## config.mk

```make
export PLATFORM = sky130hd
export DESIGN_NAME = lsb_top
export DESIGN_NICKNAME = d
export VERILOG_FILES = /design/src/inc/lsb_pkg.sv /design/src/inc/lsb_if.sv /design/src/hw/lsb_baud.sv /design/src/hw/lsb_tx.sv /design/src/hw/lsb_top.sv
export SDC_FILE = /design/constraint.sdc
export NUM_CORES = 1
export LEC_CHECK = 0
export ABC_CLOCK_PERIOD_IN_PS = 2390
export BUFFER_PORTS_ARGS = -buffer_cell sky130_fd_sc_hd__buf_2
export CAP_MARGIN = 20
export CELL_PAD_IN_SITES_DETAIL_PLACEMENT = 1
export CELL_PAD_IN_SITES_GLOBAL_PLACEMENT = 2
export CORE_MARGIN = 8
export CORE_UTILIZATION = 38
export DETAILED_ROUTE_END_ITERATION = 16
export PLACE_DENSITY = 0.8
export SLEW_MARGIN = 20
export SYNTH_ARGS = -nofsm -noshare
export SYNTH_HDL_FRONTEND = slang
export SYNTH_SLANG_ARGS = --single-unit
```

## constraint.sdc

```tcl
create_clock -name pclk -period 2.39 [get_ports pclk]
set_input_delay 0.3585 -clock pclk [delete_from_list [all_inputs] [get_ports pclk]]
set_output_delay 0.3585 -clock pclk [all_outputs]
set_load 0.05 [all_outputs]
```

## src/inc/lsb_pkg.sv

```systemverilog
// Constants, register map and helpers for the LIN serial break/header block
package lsb_pkg;
   localparam logic [7:0]  OFS_STATUS    = 8'h00;
   localparam logic [7:0]  OFS_DATA      = 8'h04;
   localparam logic [7:0]  OFS_CTRL1     = 8'h08;
   localparam logic [7:0]  OFS_CTRL2     = 8'h0C;
   localparam logic [7:0]  OFS_CTRL3     = 8'h10;
   localparam logic [7:0]  OFS_HLEN      = 8'h14;
   localparam logic [7:0]  OFS_BAUD      = 8'h18;
   localparam logic [7:0]  OFS_IRQ_ST    = 8'h1C;
   localparam logic [7:0]  OFS_IRQ_CLR   = 8'h20;
   localparam logic [7:0]  OFS_IRQ_EN    = 8'h24;
   localparam int          POS_RX_FULL   = 0;
   localparam int          POS_HDR_ERR   = 1;
   localparam int          POS_HDR_DET   = 2;
   localparam int          POS_TX_FREE   = 3;
   localparam int          POS_MUTE_ST   = 4;
   localparam int          POS_WORD9     = 0;
   localparam int          POS_BREAK     = 0;
   localparam int          POS_MUTE      = 1;
   localparam int          POS_RX_EN     = 2;
   localparam int          POS_TX_EN     = 3;
   localparam int          POS_LIN_EN    = 0;
   localparam int          POS_LIN_SLV   = 1;
   localparam logic [15:0] BAUD_RESET    = 16'h0033;
   localparam logic [2:0]  IRQ_RESET     = 3'h0;
   localparam logic [3:0]  SAMPLES_LAST  = 4'hF;
   localparam logic [3:0]  SAMPLE_MID    = 4'h7;
   localparam logic [3:0]  WIN_FIRST     = 4'h8;
   localparam logic [3:0]  WIN_LAST      = 4'hE;
   localparam logic [3:0]  DATA_LAST_8   = 4'h7;
   localparam logic [3:0]  DATA_LAST_9   = 4'h8;
   localparam logic [7:0]  HDR_MAX_BITS  = 8'h39;
   localparam logic [7:0]  HDR_BRK_BITS  = 8'h0A;
   localparam logic [7:0]  SYNC_BYTE     = 8'h55;
   localparam logic [3:0]  BRK_BITS_8    = 4'hA;
   localparam logic [3:0]  BRK_BITS_9    = 4'hB;
   localparam logic [3:0]  BRK_BITS_LIN  = 4'hD;
   localparam logic [3:0]  IDLE_BITS     = 4'hA;
   localparam logic [3:0]  FRAME_BITS_8  = 4'hA;
   localparam logic [3:0]  FRAME_BITS_9  = 4'hB;

   function automatic logic [3:0] lsb_brk_bits(input logic line,
                                                input logic m);
      if (line && !m)
         return BRK_BITS_LIN;
      else if (m)
         return BRK_BITS_9;
      else
         return BRK_BITS_8;
   endfunction

   function automatic logic [3:0] lsb_frame_bits(input logic m);
      return m ? FRAME_BITS_9 : FRAME_BITS_8;
   endfunction
endpackage

```

## src/inc/lsb_if.sv

```systemverilog
// Link between the controller, its baud generator and its transmitter
interface lsb_if;
   logic        tick;
   logic [15:0] div;
   logic        te;
   logic        m;
   logic [8:0]  data;
   logic        data_req;
   logic        data_ack;
   logic        idle_req;
   logic        idle_ack;
   logic        brk_req;
   logic [3:0]  brk_bits;
   logic        brk_start;
   logic        busy;
   modport baud (input div, output tick);
   modport tx (input tick, te, m, data, data_req, idle_req, brk_req,
               brk_bits, output data_ack, idle_ack, brk_start, busy);
   modport ctl (output div, te, m, data, data_req, idle_req, brk_req,
                brk_bits, input tick, data_ack, idle_ack, brk_start, busy);
endinterface

```

## src/hw/lsb_baud.sv

```systemverilog
// Sample tick generator, sixteen ticks per bit
module lsb_baud import lsb_pkg::*; (
   input  wire logic pclk,
   input  wire logic presetn,
   lsb_if.baud       bus
);
   logic [15:0] cnt;

   // Tick every div+1 clocks gives one sixteenth of a bit
   always_ff @(posedge pclk or negedge presetn) begin
      if (!presetn) begin
         cnt <= 16'h0000;
         bus.tick <= 1'b0;
      end else if (cnt >= bus.div) begin
         cnt <= 16'h0000;
         bus.tick <= 1'b1;
      end else begin
         cnt <= 16'(cnt + 16'h0001);
         bus.tick <= 1'b0;
      end
   end
endmodule

```

## src/hw/lsb_tx.sv

```systemverilog
// Transmitter: idle characters, break characters and data frames
module lsb_tx import lsb_pkg::*; (
   input  wire logic pclk,
   input  wire logic presetn,
   lsb_if.tx         bus,
   output logic      txd
);
   logic [12:0] shreg;
   logic [3:0]  nleft;
   logic [3:0]  scnt;

   // Idle first, then break, then data
   always_ff @(posedge pclk or negedge presetn) begin
      if (!presetn) begin
         shreg <= 13'h1FFF;
         nleft <= 4'h0;
         scnt <= 4'h0;
         bus.busy <= 1'b0;
         bus.idle_ack <= 1'b0;
         bus.data_ack <= 1'b0;
         bus.brk_start <= 1'b0;
      end else begin
         bus.idle_ack <= 1'b0;
         bus.data_ack <= 1'b0;
         bus.brk_start <= 1'b0;
         if (!bus.busy) begin
            scnt <= 4'h0;
            if (bus.te && bus.idle_req) begin
               shreg <= 13'h1FFF;
               nleft <= IDLE_BITS;
               bus.busy <= 1'b1;
               bus.idle_ack <= 1'b1;
            end else if (bus.te && bus.brk_req) begin
               shreg <= 13'(13'h1FFF << bus.brk_bits);
               nleft <= 4'(bus.brk_bits + 4'h1);
               bus.busy <= 1'b1;
               bus.brk_start <= 1'b1;
            end else if (bus.te && bus.data_req) begin
               if (bus.m)
                  shreg <= {3'h7, bus.data, 1'b0};
               else
                  shreg <= {4'hF, bus.data[7:0], 1'b0};
               nleft <= lsb_frame_bits(bus.m);
               bus.busy <= 1'b1;
               bus.data_ack <= 1'b1;
            end
         end else if (bus.tick) begin
            scnt <= 4'(scnt + 4'h1);
            if (scnt == SAMPLES_LAST) begin
               shreg <= {1'b1, shreg[12:1]};
               nleft <= 4'(nleft - 4'h1);
               if (nleft == 4'h1)
                  bus.busy <= 1'b0;
            end
         end
      end
   end

   always_ff @(posedge pclk or negedge presetn) begin
      if (!presetn)
         txd <= 1'b1;
      else
         txd <= bus.busy ? shreg[0] : 1'b1;
   end

   property p_brk_len;
      @(posedge pclk) disable iff (!presetn)
      bus.brk_start |-> nleft == 4'($past(bus.brk_bits) + 4'h1) && !shreg[0];
   endproperty
   a_brk_len: assert property (p_brk_len)
      else $error("break length not loaded");

   property p_brk_repeat;
      @(posedge pclk) disable iff (!presetn)
      !bus.busy && bus.te && bus.brk_req && !bus.idle_req |=> bus.brk_start;
   endproperty
   a_brk_repeat: assert property (p_brk_repeat)
      else $error("break not started while requested");

   property p_idle_len;
      @(posedge pclk) disable iff (!presetn)
      bus.idle_ack |-> nleft == IDLE_BITS && shreg == 13'h1FFF;
   endproperty
   a_idle_len: assert property (p_idle_len)
      else $error("idle character length wrong");

   c_break: cover property (@(posedge pclk) disable iff (!presetn)
      bus.brk_start);
endmodule

```

## src/hw/lsb_top.sv

```systemverilog
// Serial controller with LIN header reception, mute and break generation
//
// The implementer's own choices: the placing of the registers and the APB interface to the registers.
module lsb_top import lsb_pkg::*; (
   input  wire logic        pclk,
   input  wire logic        presetn,
   input  wire logic        psel,
   input  wire logic        penable,
   input  wire logic        pwrite,
   input  wire logic [7:0]  paddr,
   input  wire logic [31:0] pwdata,
   output logic [31:0]      prdata,
   output logic             pready,
   output logic             pslverr,
   input  wire logic        rxd,
   output logic             txd,
   output logic             irq
);
   typedef enum logic [2:0] {
      RX_IDLE, RX_START, RX_DATA, RX_STOP, RX_WAIT
   } lsb_rx_t;

   lsb_if bus ();

   logic        acc;
   logic        wr;
   logic        rd;
   logic [31:0] rdata;
   logic        unmapped;
   logic        m_bit;
   logic        te;
   logic        re;
   logic        send_break_bit;
   logic        receiver_wakeup_mute_bit;
   logic        line;
   logic        lslv;
   logic [15:0] div;
   logic [2:0]  irq_en;
   logic [2:0]  irq_st;
   logic        receive_full_flag;
   logic        header_error_flag;
   logic        header_detected_flag;
   logic [8:0]  rx_data;
   logic [7:0]  hlen;
   logic [8:0]  tx_buf;
   logic        tx_pend;
   logic        idle_pend;
   logic        armed;
   lsb_rx_t     rx_st;
   logic [3:0]  scnt;
   logic [3:0]  bitn;
   logic [8:0]  shreg;
   logic        stop_bit;
   logic [8:0]  rx_word;
   logic        hdr_act;
   logic        hdr_byte;
   logic [3:0]  hcnt;
   logic [7:0]  hdr_bits;
   logic        lin_slave;
   logic        byte_done;
   logic        frame_end;
   logic        brk_seen;
   logic        timeout;
   logic        in_win;
   logic        win_to;
   logic        sync_err;
   logic        hdr_ok;
   logic        receive_full_flag_set;
   logic        lhe_set;
   logic        data_clr;
   logic        wr_c2;
   logic [2:0]  next_irq_st;

   function automatic logic hit(input logic [7:0] ofs);
      return paddr == ofs;
   endfunction

   lsb_baud u_baud (
      .pclk    (pclk),
      .presetn (presetn),
      .bus     (bus.baud)
   );

   lsb_tx u_tx (
      .pclk    (pclk),
      .presetn (presetn),
      .bus     (bus.tx),
      .txd     (txd)
   );

   assign bus.div = div;
   assign bus.te = te;
   assign bus.m = m_bit;
   assign bus.data = tx_buf;
   assign bus.data_req = tx_pend;
   assign bus.idle_req = idle_pend;
   assign bus.brk_req = send_break_bit;
   assign bus.brk_bits = lsb_brk_bits(line, m_bit);

   // APB: one wait state, effects at the edge that samples pready high
   assign acc = psel & penable & pready;
   assign wr = acc & pwrite;
   assign rd = acc & ~pwrite;
   assign wr_c2 = wr & hit(OFS_CTRL2);

   always_comb begin
      rdata = 32'h0000_0000;
      unmapped = 1'b0;
      if (hit(OFS_STATUS)) begin
         rdata[POS_RX_FULL] = receive_full_flag;
         rdata[POS_HDR_ERR] = header_error_flag;
         rdata[POS_HDR_DET] = header_detected_flag;
         rdata[POS_TX_FREE] = ~tx_pend;
         rdata[POS_MUTE_ST] = receiver_wakeup_mute_bit;
      end else if (hit(OFS_DATA)) begin
         rdata[8:0] = rx_data;
      end else if (hit(OFS_CTRL1)) begin
         rdata[POS_WORD9] = m_bit;
      end else if (hit(OFS_CTRL2)) begin
         rdata[POS_BREAK] = send_break_bit;
         rdata[POS_MUTE] = receiver_wakeup_mute_bit;
         rdata[POS_RX_EN] = re;
         rdata[POS_TX_EN] = te;
      end else if (hit(OFS_CTRL3)) begin
         rdata[POS_LIN_EN] = line;
         rdata[POS_LIN_SLV] = lslv;
      end else if (hit(OFS_HLEN)) begin
         rdata[7:0] = hlen;
      end else if (hit(OFS_BAUD)) begin
         rdata[15:0] = div;
      end else if (hit(OFS_IRQ_ST)) begin
         rdata[2:0] = irq_st;
      end else if (hit(OFS_IRQ_CLR)) begin
         rdata = 32'h0000_0000;
      end else if (hit(OFS_IRQ_EN)) begin
         rdata[2:0] = irq_en;
      end else begin
         unmapped = 1'b1;
      end
   end

   always_ff @(posedge pclk or negedge presetn) begin
      if (!presetn) begin
         pready <= 1'b0;
         pslverr <= 1'b0;
         prdata <= 32'h0000_0000;
      end else if (psel && penable && !pready) begin
         pready <= 1'b1;
         pslverr <= unmapped;
         prdata <= pwrite ? 32'h0000_0000 : rdata;
      end else begin
         pready <= 1'b0;
         pslverr <= 1'b0;
      end
   end

   // Control registers
   always_ff @(posedge pclk or negedge presetn) begin
      if (!presetn) begin
         m_bit <= 1'b0;
         te <= 1'b0;
         re <= 1'b0;
         send_break_bit <= 1'b0;
         line <= 1'b0;
         lslv <= 1'b0;
         div <= BAUD_RESET;
         irq_en <= IRQ_RESET;
      end else if (wr) begin
         if (hit(OFS_CTRL1)) begin
            m_bit <= pwdata[POS_WORD9];
         end else if (hit(OFS_CTRL2)) begin
            te <= pwdata[POS_TX_EN];
            re <= pwdata[POS_RX_EN];
            send_break_bit <= pwdata[POS_BREAK];
         end else if (hit(OFS_CTRL3)) begin
            line <= pwdata[POS_LIN_EN];
            lslv <= pwdata[POS_LIN_SLV];
         end else if (hit(OFS_BAUD)) begin
            div <= pwdata[15:0];
         end else if (hit(OFS_IRQ_EN)) begin
            irq_en <= pwdata[2:0];
         end
      end
   end

   // Idle request on a transmitter enable rising by software
   always_ff @(posedge pclk or negedge presetn) begin
      if (!presetn)
         idle_pend <= 1'b0;
      else if (wr_c2 && pwdata[POS_TX_EN] && !te)
         idle_pend <= 1'b1;
      else if (bus.idle_ack)
         idle_pend <= 1'b0;
   end

   // Transmit data holding register
   always_ff @(posedge pclk or negedge presetn) begin
      if (!presetn) begin
         tx_buf <= 9'h000;
         tx_pend <= 1'b0;
      end else if (wr && hit(OFS_DATA)) begin
         tx_buf <= pwdata[8:0];
         tx_pend <= 1'b1;
      end else if (bus.data_ack) begin
         tx_pend <= 1'b0;
      end
   end

   // Status read arms the clear, data read completes it
   assign data_clr = rd & hit(OFS_DATA) & armed;

   always_ff @(posedge pclk or negedge presetn) begin
      if (!presetn)
         armed <= 1'b0;
      else if (rd && hit(OFS_STATUS))
         armed <= 1'b1;
      else if (rd && hit(OFS_DATA))
         armed <= 1'b0;
   end

   // Receiver, sampling at the sixteen-per-bit tick
   always_ff @(posedge pclk or negedge presetn) begin
      if (!presetn) begin
         rx_st <= RX_IDLE;
         scnt <= 4'h0;
         bitn <= 4'h0;
         shreg <= 9'h000;
         stop_bit <= 1'b0;
      end else if (!re) begin
         rx_st <= RX_IDLE;
         scnt <= 4'h0;
      end else if (bus.tick) begin
         scnt <= 4'(scnt + 4'h1);
         case (rx_st)
            RX_IDLE: begin
               scnt <= 4'h0;
               if (!rxd)
                  rx_st <= RX_START;
            end
            RX_START: begin
               if (scnt == SAMPLE_MID && rxd)
                  rx_st <= RX_IDLE;
               else if (scnt == SAMPLES_LAST) begin
                  rx_st <= RX_DATA;
                  bitn <= 4'h0;
               end
            end
            RX_DATA: begin
               if (scnt == SAMPLE_MID)
                  shreg <= {rxd, shreg[8:1]};
               if (scnt == SAMPLES_LAST) begin
                  if (bitn == (m_bit ? DATA_LAST_9 : DATA_LAST_8))
                     rx_st <= RX_STOP;
                  bitn <= 4'(bitn + 4'h1);
               end
            end
            RX_STOP: begin
               if (scnt == SAMPLE_MID)
                  stop_bit <= rxd;
               if (scnt == SAMPLES_LAST)
                  rx_st <= stop_bit ? RX_IDLE : RX_WAIT;
            end
            RX_WAIT: begin
               scnt <= 4'h0;
               if (rxd)
                  rx_st <= RX_IDLE;
            end
            default: rx_st <= RX_IDLE;
         endcase
      end
   end

   assign rx_word = m_bit ? shreg : {1'b0, shreg[8:1]};
   assign byte_done = re & bus.tick & (rx_st == RX_STOP) &
                      (scnt == WIN_LAST) & stop_bit;
   assign frame_end = re & bus.tick & (rx_st == RX_STOP) &
                      (scnt == SAMPLES_LAST);
   // Break taken at the frame's last sample so its own end is not a sync byte
   assign brk_seen = re & bus.tick & (rx_st == RX_STOP) &
                     (scnt == SAMPLES_LAST) & ~stop_bit & (rx_word == 9'h000);

   // Header tracking in LIN slave mode
   assign lin_slave = line & lslv;
   assign timeout = hdr_act & bus.tick & (hcnt == SAMPLES_LAST) &
                    (hdr_bits == HDR_MAX_BITS);
   assign in_win = hdr_act & hdr_byte & (rx_st == RX_STOP) &
                   (scnt >= WIN_FIRST) & (scnt <= WIN_LAST);
   assign win_to = timeout & in_win;
   assign sync_err = hdr_act & ~hdr_byte & frame_end & ~timeout & ~brk_seen &
                     ((rx_word[7:0] != SYNC_BYTE) | ~stop_bit);
   assign hdr_ok = hdr_act & hdr_byte & frame_end & stop_bit & ~timeout;

   always_ff @(posedge pclk or negedge presetn) begin
      if (!presetn) begin
         hdr_act <= 1'b0;
         hdr_byte <= 1'b0;
         hcnt <= 4'h0;
         hdr_bits <= 8'h00;
      end else if (!lin_slave) begin
         hdr_act <= 1'b0;
      end else if (brk_seen) begin
         hdr_act <= 1'b1;
         hdr_byte <= 1'b0;
         hcnt <= 4'h0;
         hdr_bits <= HDR_BRK_BITS;
      end else if (hdr_act) begin
         if (bus.tick) begin
            hcnt <= 4'(hcnt + 4'h1);
            if (hcnt == SAMPLES_LAST)
               hdr_bits <= 8'(hdr_bits + 8'h01);
         end
         if (timeout || sync_err || hdr_ok)
            hdr_act <= 1'b0;
         else if (frame_end)
            hdr_byte <= 1'b1;
      end
   end

   // Mute bit: software set wins over hardware wake
   always_ff @(posedge pclk or negedge presetn) begin
      if (!presetn)
         receiver_wakeup_mute_bit <= 1'b0;
      else if (wr_c2)
         receiver_wakeup_mute_bit <= pwdata[POS_MUTE];
      else if (hdr_ok)
         receiver_wakeup_mute_bit <= 1'b0;
      else if (win_to)
         receiver_wakeup_mute_bit <= 1'b0;
   end

   // Flags: set wins over the read-pair clear
   assign receive_full_flag_set = byte_done & ~receiver_wakeup_mute_bit;
   assign lhe_set = timeout | sync_err;

   always_ff @(posedge pclk or negedge presetn) begin
      if (!presetn) begin
         receive_full_flag <= 1'b0;
         header_error_flag <= 1'b0;
         header_detected_flag <= 1'b0;
      end else begin
         receive_full_flag <= receive_full_flag_set | (receive_full_flag & ~data_clr);
         header_error_flag <= lhe_set | (header_error_flag & ~data_clr);
         header_detected_flag <= hdr_ok | (header_detected_flag & ~data_clr);
      end
   end

   always_ff @(posedge pclk or negedge presetn) begin
      if (!presetn) begin
         rx_data <= 9'h000;
         hlen <= 8'h00;
      end else begin
         if (receive_full_flag_set)
            rx_data <= rx_word;
         if (timeout)
            hlen <= 8'h00;
         else if (sync_err || hdr_ok)
            hlen <= hdr_bits;
      end
   end

   // Interrupt status, clear and enable
   always_comb begin
      next_irq_st = irq_st;
      if (wr && hit(OFS_IRQ_CLR))
         next_irq_st = irq_st & ~pwdata[2:0];
      next_irq_st = next_irq_st | {hdr_ok, lhe_set, receive_full_flag_set};
   end

   always_ff @(posedge pclk or negedge presetn) begin
      if (!presetn) begin
         irq_st <= IRQ_RESET;
         irq <= 1'b0;
      end else begin
         irq_st <= next_irq_st;
         irq <= |(irq_st & irq_en);
      end
   end

   property p_to_flag;
      @(posedge pclk) disable iff (!presetn)
      timeout |=> header_error_flag && hlen == 8'h00 && irq_st[POS_HDR_ERR];
   endproperty
   a_to_flag: assert property (p_to_flag)
      else $error("time-out did not flag error with zero length");

   property p_to_mute;
      @(posedge pclk) disable iff (!presetn)
      timeout && !in_win && receiver_wakeup_mute_bit && !wr_c2 |=> receiver_wakeup_mute_bit && !header_detected_flag;
   endproperty
   a_to_mute: assert property (p_to_mute)
      else $error("left mute on time-out outside window");

   property p_win_wake;
      @(posedge pclk) disable iff (!presetn)
      win_to && !wr_c2 |=> !receiver_wakeup_mute_bit && header_error_flag && !$rose(header_detected_flag);
   endproperty
   a_win_wake: assert property (p_win_wake)
      else $error("window time-out did not wake");

   property p_full;
      @(posedge pclk) disable iff (!presetn)
      byte_done && !receiver_wakeup_mute_bit |=> receive_full_flag && irq_st[POS_RX_FULL];
   endproperty
   a_full: assert property (p_full)
      else $error("byte out of mute did not set receive full");

   property p_clear;
      @(posedge pclk) disable iff (!presetn)
      data_clr && !receive_full_flag_set && !lhe_set |=> !receive_full_flag && !header_error_flag;
   endproperty
   a_clear: assert property (p_clear)
      else $error("read pair did not clear flags");

   property p_mute_set;
      @(posedge pclk) disable iff (!presetn)
      wr_c2 && pwdata[POS_MUTE] |=> receiver_wakeup_mute_bit ##1 (receiver_wakeup_mute_bit || $past(hdr_ok) ||
                                             $past(win_to) || $past(wr_c2));
   endproperty
   a_mute_set: assert property (p_mute_set)
      else $error("mute not entered on software write");

   property p_detect;
      @(posedge pclk) disable iff (!presetn)
      hdr_ok && !wr_c2 |=> header_detected_flag && !receiver_wakeup_mute_bit && hlen == $past(hdr_bits);
   endproperty
   a_detect: assert property (p_detect)
      else $error("valid header not detected");

   property p_lin_brk;
      @(posedge pclk) disable iff (!presetn)
      line && !m_bit |-> bus.brk_bits == BRK_BITS_LIN;
   endproperty
   a_lin_brk: assert property (p_lin_brk)
      else $error("LIN master break length wrong");

   property p_idle_q;
      @(posedge pclk) disable iff (!presetn)
      wr_c2 && pwdata[POS_TX_EN] && !te |=> idle_pend;
   endproperty
   a_idle_q: assert property (p_idle_q)
      else $error("idle not queued on enable toggle");

   property p_bit16;
      @(posedge pclk) disable iff (!presetn)
      re && bus.tick && rx_st == RX_START && scnt == SAMPLES_LAST
      |=> rx_st == RX_DATA && scnt == 4'h0;
   endproperty
   a_bit16: assert property (p_bit16)
      else $error("bit period is not sixteen samples");

   c_timeout: cover property (@(posedge pclk) disable iff (!presetn)
      timeout && !in_win);
   c_win_to: cover property (@(posedge pclk) disable iff (!presetn)
      win_to ##[1:40] receive_full_flag_set);
   c_hdr_ok: cover property (@(posedge pclk) disable iff (!presetn)
      hdr_ok);
endmodule

```

==> results.yml <==
hold_path:
  hold_path.class: "input port to register"
  whs_endpoint: "bus.div[15]"
  holdPathStages: 2
  worstHoldStart: "pwdata[15]"
power:
  combPwrFrac: 0.054
  internal_power_w: 0.00458
  p_switching_w: 0.00141
  p_per_area_nw_per_um2: 621
  netSwitchingFraction: 0.235
  peakVddDrop_uv: 370
  p_leak_nw: 4.31
  clkPwrFrac: 0.494
  power_frac_seq: 0.452
logic_synthesis:
  yosysSeqAreaShare: 0.481
  ys.warnings.count: 0
  synth.most_common_cell: "dfrtp_1"
  async_reset_ff_frac: 1.00
  yosysTopAreaCellShare: 0.424
  syn-instance-count: 828
  synth_area_sq_um: 8210
  ys_types: 66
  synthTopCellsByArea: "dfrtp_1, dfstp_2, mux2_2, nand2_1, ha_1"
  synth_edf_count: 0
  synth.avg_cell_area_sq_um: 9.92
  ys_ff_latch: 157
  synth-main-ff-cell: "dfrtp_1"
  synth_common_cells: "dfrtp_1, nand2_1, o21ai_0"
  synth_top_area_cell: "dfrtp_1"
floorplanning:
  rows: 53
  fp.dieH_um: 163
  dieArea_sq_um: 26600
  io_pins: 82
  start_util: 0.389
  die_w_um: 163
  core-area_sq_um: 21100
clocking:
  root_buffer: "clkbuf_16"
  clkLatencyLatePin_ns: 0.43
  htreeDepth: 4
  numCtsBuffers: 17
  clockBufferDepth: 2
  clkSlewWorstSetupHoldPaths_ns: 0.07
  cts.sinks: 157
  cts_tree: "yes"
worst_setup_path:
  cp_slowest_stage_delay_ns: 0.55
  regToRegStartpoint: "shreg[7]"
  reg2reg_depth: 6
  critPathSlowestCell: "or4_4"
  cp-start-kind: "register"
  r2r_end: "hdr_bits[5]"
  criticalPathCategory: "register to register"
  cp_common_cell: "or4_4"
  worstSetupEndpointType: "register"
  worstPathRequired_ns: 2.75
  crit_arrival_ns: 2.69
  worstPathMaxFanout: 7
  reg2reg_slack_ns: 0.06
  cp_num_buf_inv: 1
  crit_chain: "or4_4, nor4b_4, a31oi_4, buf_6, or4_4, a21oi_2"
  cpLargestDelayFamily: "simple AND/OR/NAND/NOR gates"
grt:
  grt_start_max_net_pins: 56
  grt_usage: 0.175
  grt_pass1_vias: 7047
  grt-ovfl-total: 0
  grt_pass1_wl_um: 37400
  antenna_found_initial: 0
detailed_routing:
  dr.pass1.iters: 6
  wl_um: 22400
  routedWlPerCell_um: 18.9
  viasPerCell: 5.45
  via_count: 6484
  drt-initial-drc-count: 310
  ant_nets: 0
  drc_errors: 0
sta:
  worst_pin_slew_ns: 0.859
  fin_crit_sh: 0.977
  layout_min_cycle_time_ns: 2.33
  slew_headroom: 0.423
  max_freq_mhz: 428
  finalSetupViolCount: 0
  fin_skew_ns: 0.0107
  hold_viol: 0
  tns_ns: 0
  slew_violations: 0
run_status:
  status: "complete, no violations"
final_layout:
  fin_area_sq_um: 9640
  final_net_count: 974
  fin_cells: 1190
  drive_gt1_frac: 0.219
  syn_to_final_growth_pct: 17.4
  antenna_cells: 0
placement:
  dpl.hpwl_um: 16600
  gp_routability_congestion: 0.831
  placed_area_sq_um: 8920
  portBuffers: 49
  dp.cells: 1153
job:
  cap_viol_max_count: 0
## how the worst max path moves through the flow
| stage | from | to | slack, ns | cells past startpoint |
|---|---|---|---|---|
| 2_1_floorplan | shreg[1] | hdr_bits[3] | 0.23 | 6 |
| 3_3_place_gp | shreg[1] | hdr_bits[7] | 0.12 | 6 |
| 3_5_place_dp | scnt[1] | hdr_bits[5] | 0.09 | 7 |
| 4_1_cts | scnt[1] | hdr_bits[7] | 0.08 | 7 |
| 5_1_grt | shreg[7] | hdr_bits[7] | -0.005 | 6 |
| 6_report | shreg[7] | hdr_bits[5] | 0.06 | 6 |
## kinds of logic (layout without fill, tap and decap cells)
logic type                 after synthesis  in the layout  share of synthesized area
and+or+nand+nor                        289            289                      0.185
DFF                                    157            157                      0.481
other                                    1             16                   0.000457
adders and majority gates               26             26                     0.0396
muxes                                   68             68                     0.0891
buffers and inverters                   92            164                     0.0498
AOI/OAI and AO/OA                      176            176                      0.135
xor gates and xnor gates                19             19                     0.0203
## metrics by stage
step | hold slack, ns | setup slack (ns) | total power (W) | util
floorplan | 0.0629 | 0.234 | 0.00294 | -
global placement | 0.358 | 0.115 | 0.00307 | 0.423
detailed placement | 0.365 | 0.0927 | 0.00308 | 0.423
CTS | 0.145 | 0.0765 | 0.00606 | 0.454
global route | 0.149 | -0.00537 | 0.00618 | 0.457
finish | 0.163 | 0.0551 | 0.00599 | 0.457
## repair_timing
item                                    CTS  global route
resized for setup                         0            11
hold buffers                              1             0
hold endpoints to repair                 38             0
endpoints found under the setup margin    0            12
buffers inserted                          0             3
## state kept, by name, summed over array words and instances (netlist names), 3 cells and up
| signal | flops |
|---|---|
| hcnt | 4 |
| hlen | 8 |
| hdr_bits | 8 |
| bus.data | 9 |
| shreg | 9 |
| scnt | 4 |
| bitn | 4 |
| u_tx.scnt | 4 |
| bus.div | 16 |
| irq_en | 3 |
| u_tx.shreg | 13 |
| rx_data | 9 |
| irq_st | 3 |
| rx_st | 3 |
| u_tx.nleft | 4 |
| prdata | 16 |
| u_baud.cnt | 16 |
## cell type report
class | count | area, sq um
Timing Repair Buffer | 91 | 602
Tap cell | 275 | 344
Sequential cell | 157 | 3950
Clock inverter | 13 | 185
Clock buffer | 19 | 453
Multi-Input combinational cell | 594 | 3950
Inverter | 41 | 154
Fill cell | 2358 | 11400
## cell usage in the layout, fill, tap and decap left out, types with 5 or more instances in the layout
cell type and n:
dfrtp_1 139, nand2_1 97, o21ai_0 62, buf_2 48, inv_1 41, mux2_2 41
buf_4 37, nor2_1 36, a21oi_1 35, nand3_1 29, mux2i_1 26, ha_1 25
nor3_1 24, dfstp_2 18, clkbuf_16 17, nand4_1 16, a22o_1 16, conb_1 16
xor2_1 13, and3_1 13, and2_1 10, o31ai_1 10, nor2b_1 8, and4_1 7
nand3b_1 7, a21o_1 6, xnor2_1 6, a211oi_1 6, nor4_1 5, nand2b_1 5
## layer usage
metal  global-route usage  share of wire
met1                0.228           0.48
met2                0.293           0.48
met3               0.0345          0.032
met4               0.0421         0.0098
met5                    0              0
## power by group through the flow
stage | sequential [W] | combinational (W) | clock [W]
2_1_floorplan | 0.00276 | 0.000178 | 0
3_3_place_gp | 0.00275 | 0.000315 | 0
3_5_place_dp | 0.00275 | 0.000325 | 0
4_1_cts | 0.00271 | 0.000327 | 0.00302
5_1_grt | 0.00271 | 0.000358 | 0.00312
6_report | 0.00271 | 0.000322 | 0.00296
(Power assumes the default switching activity.)
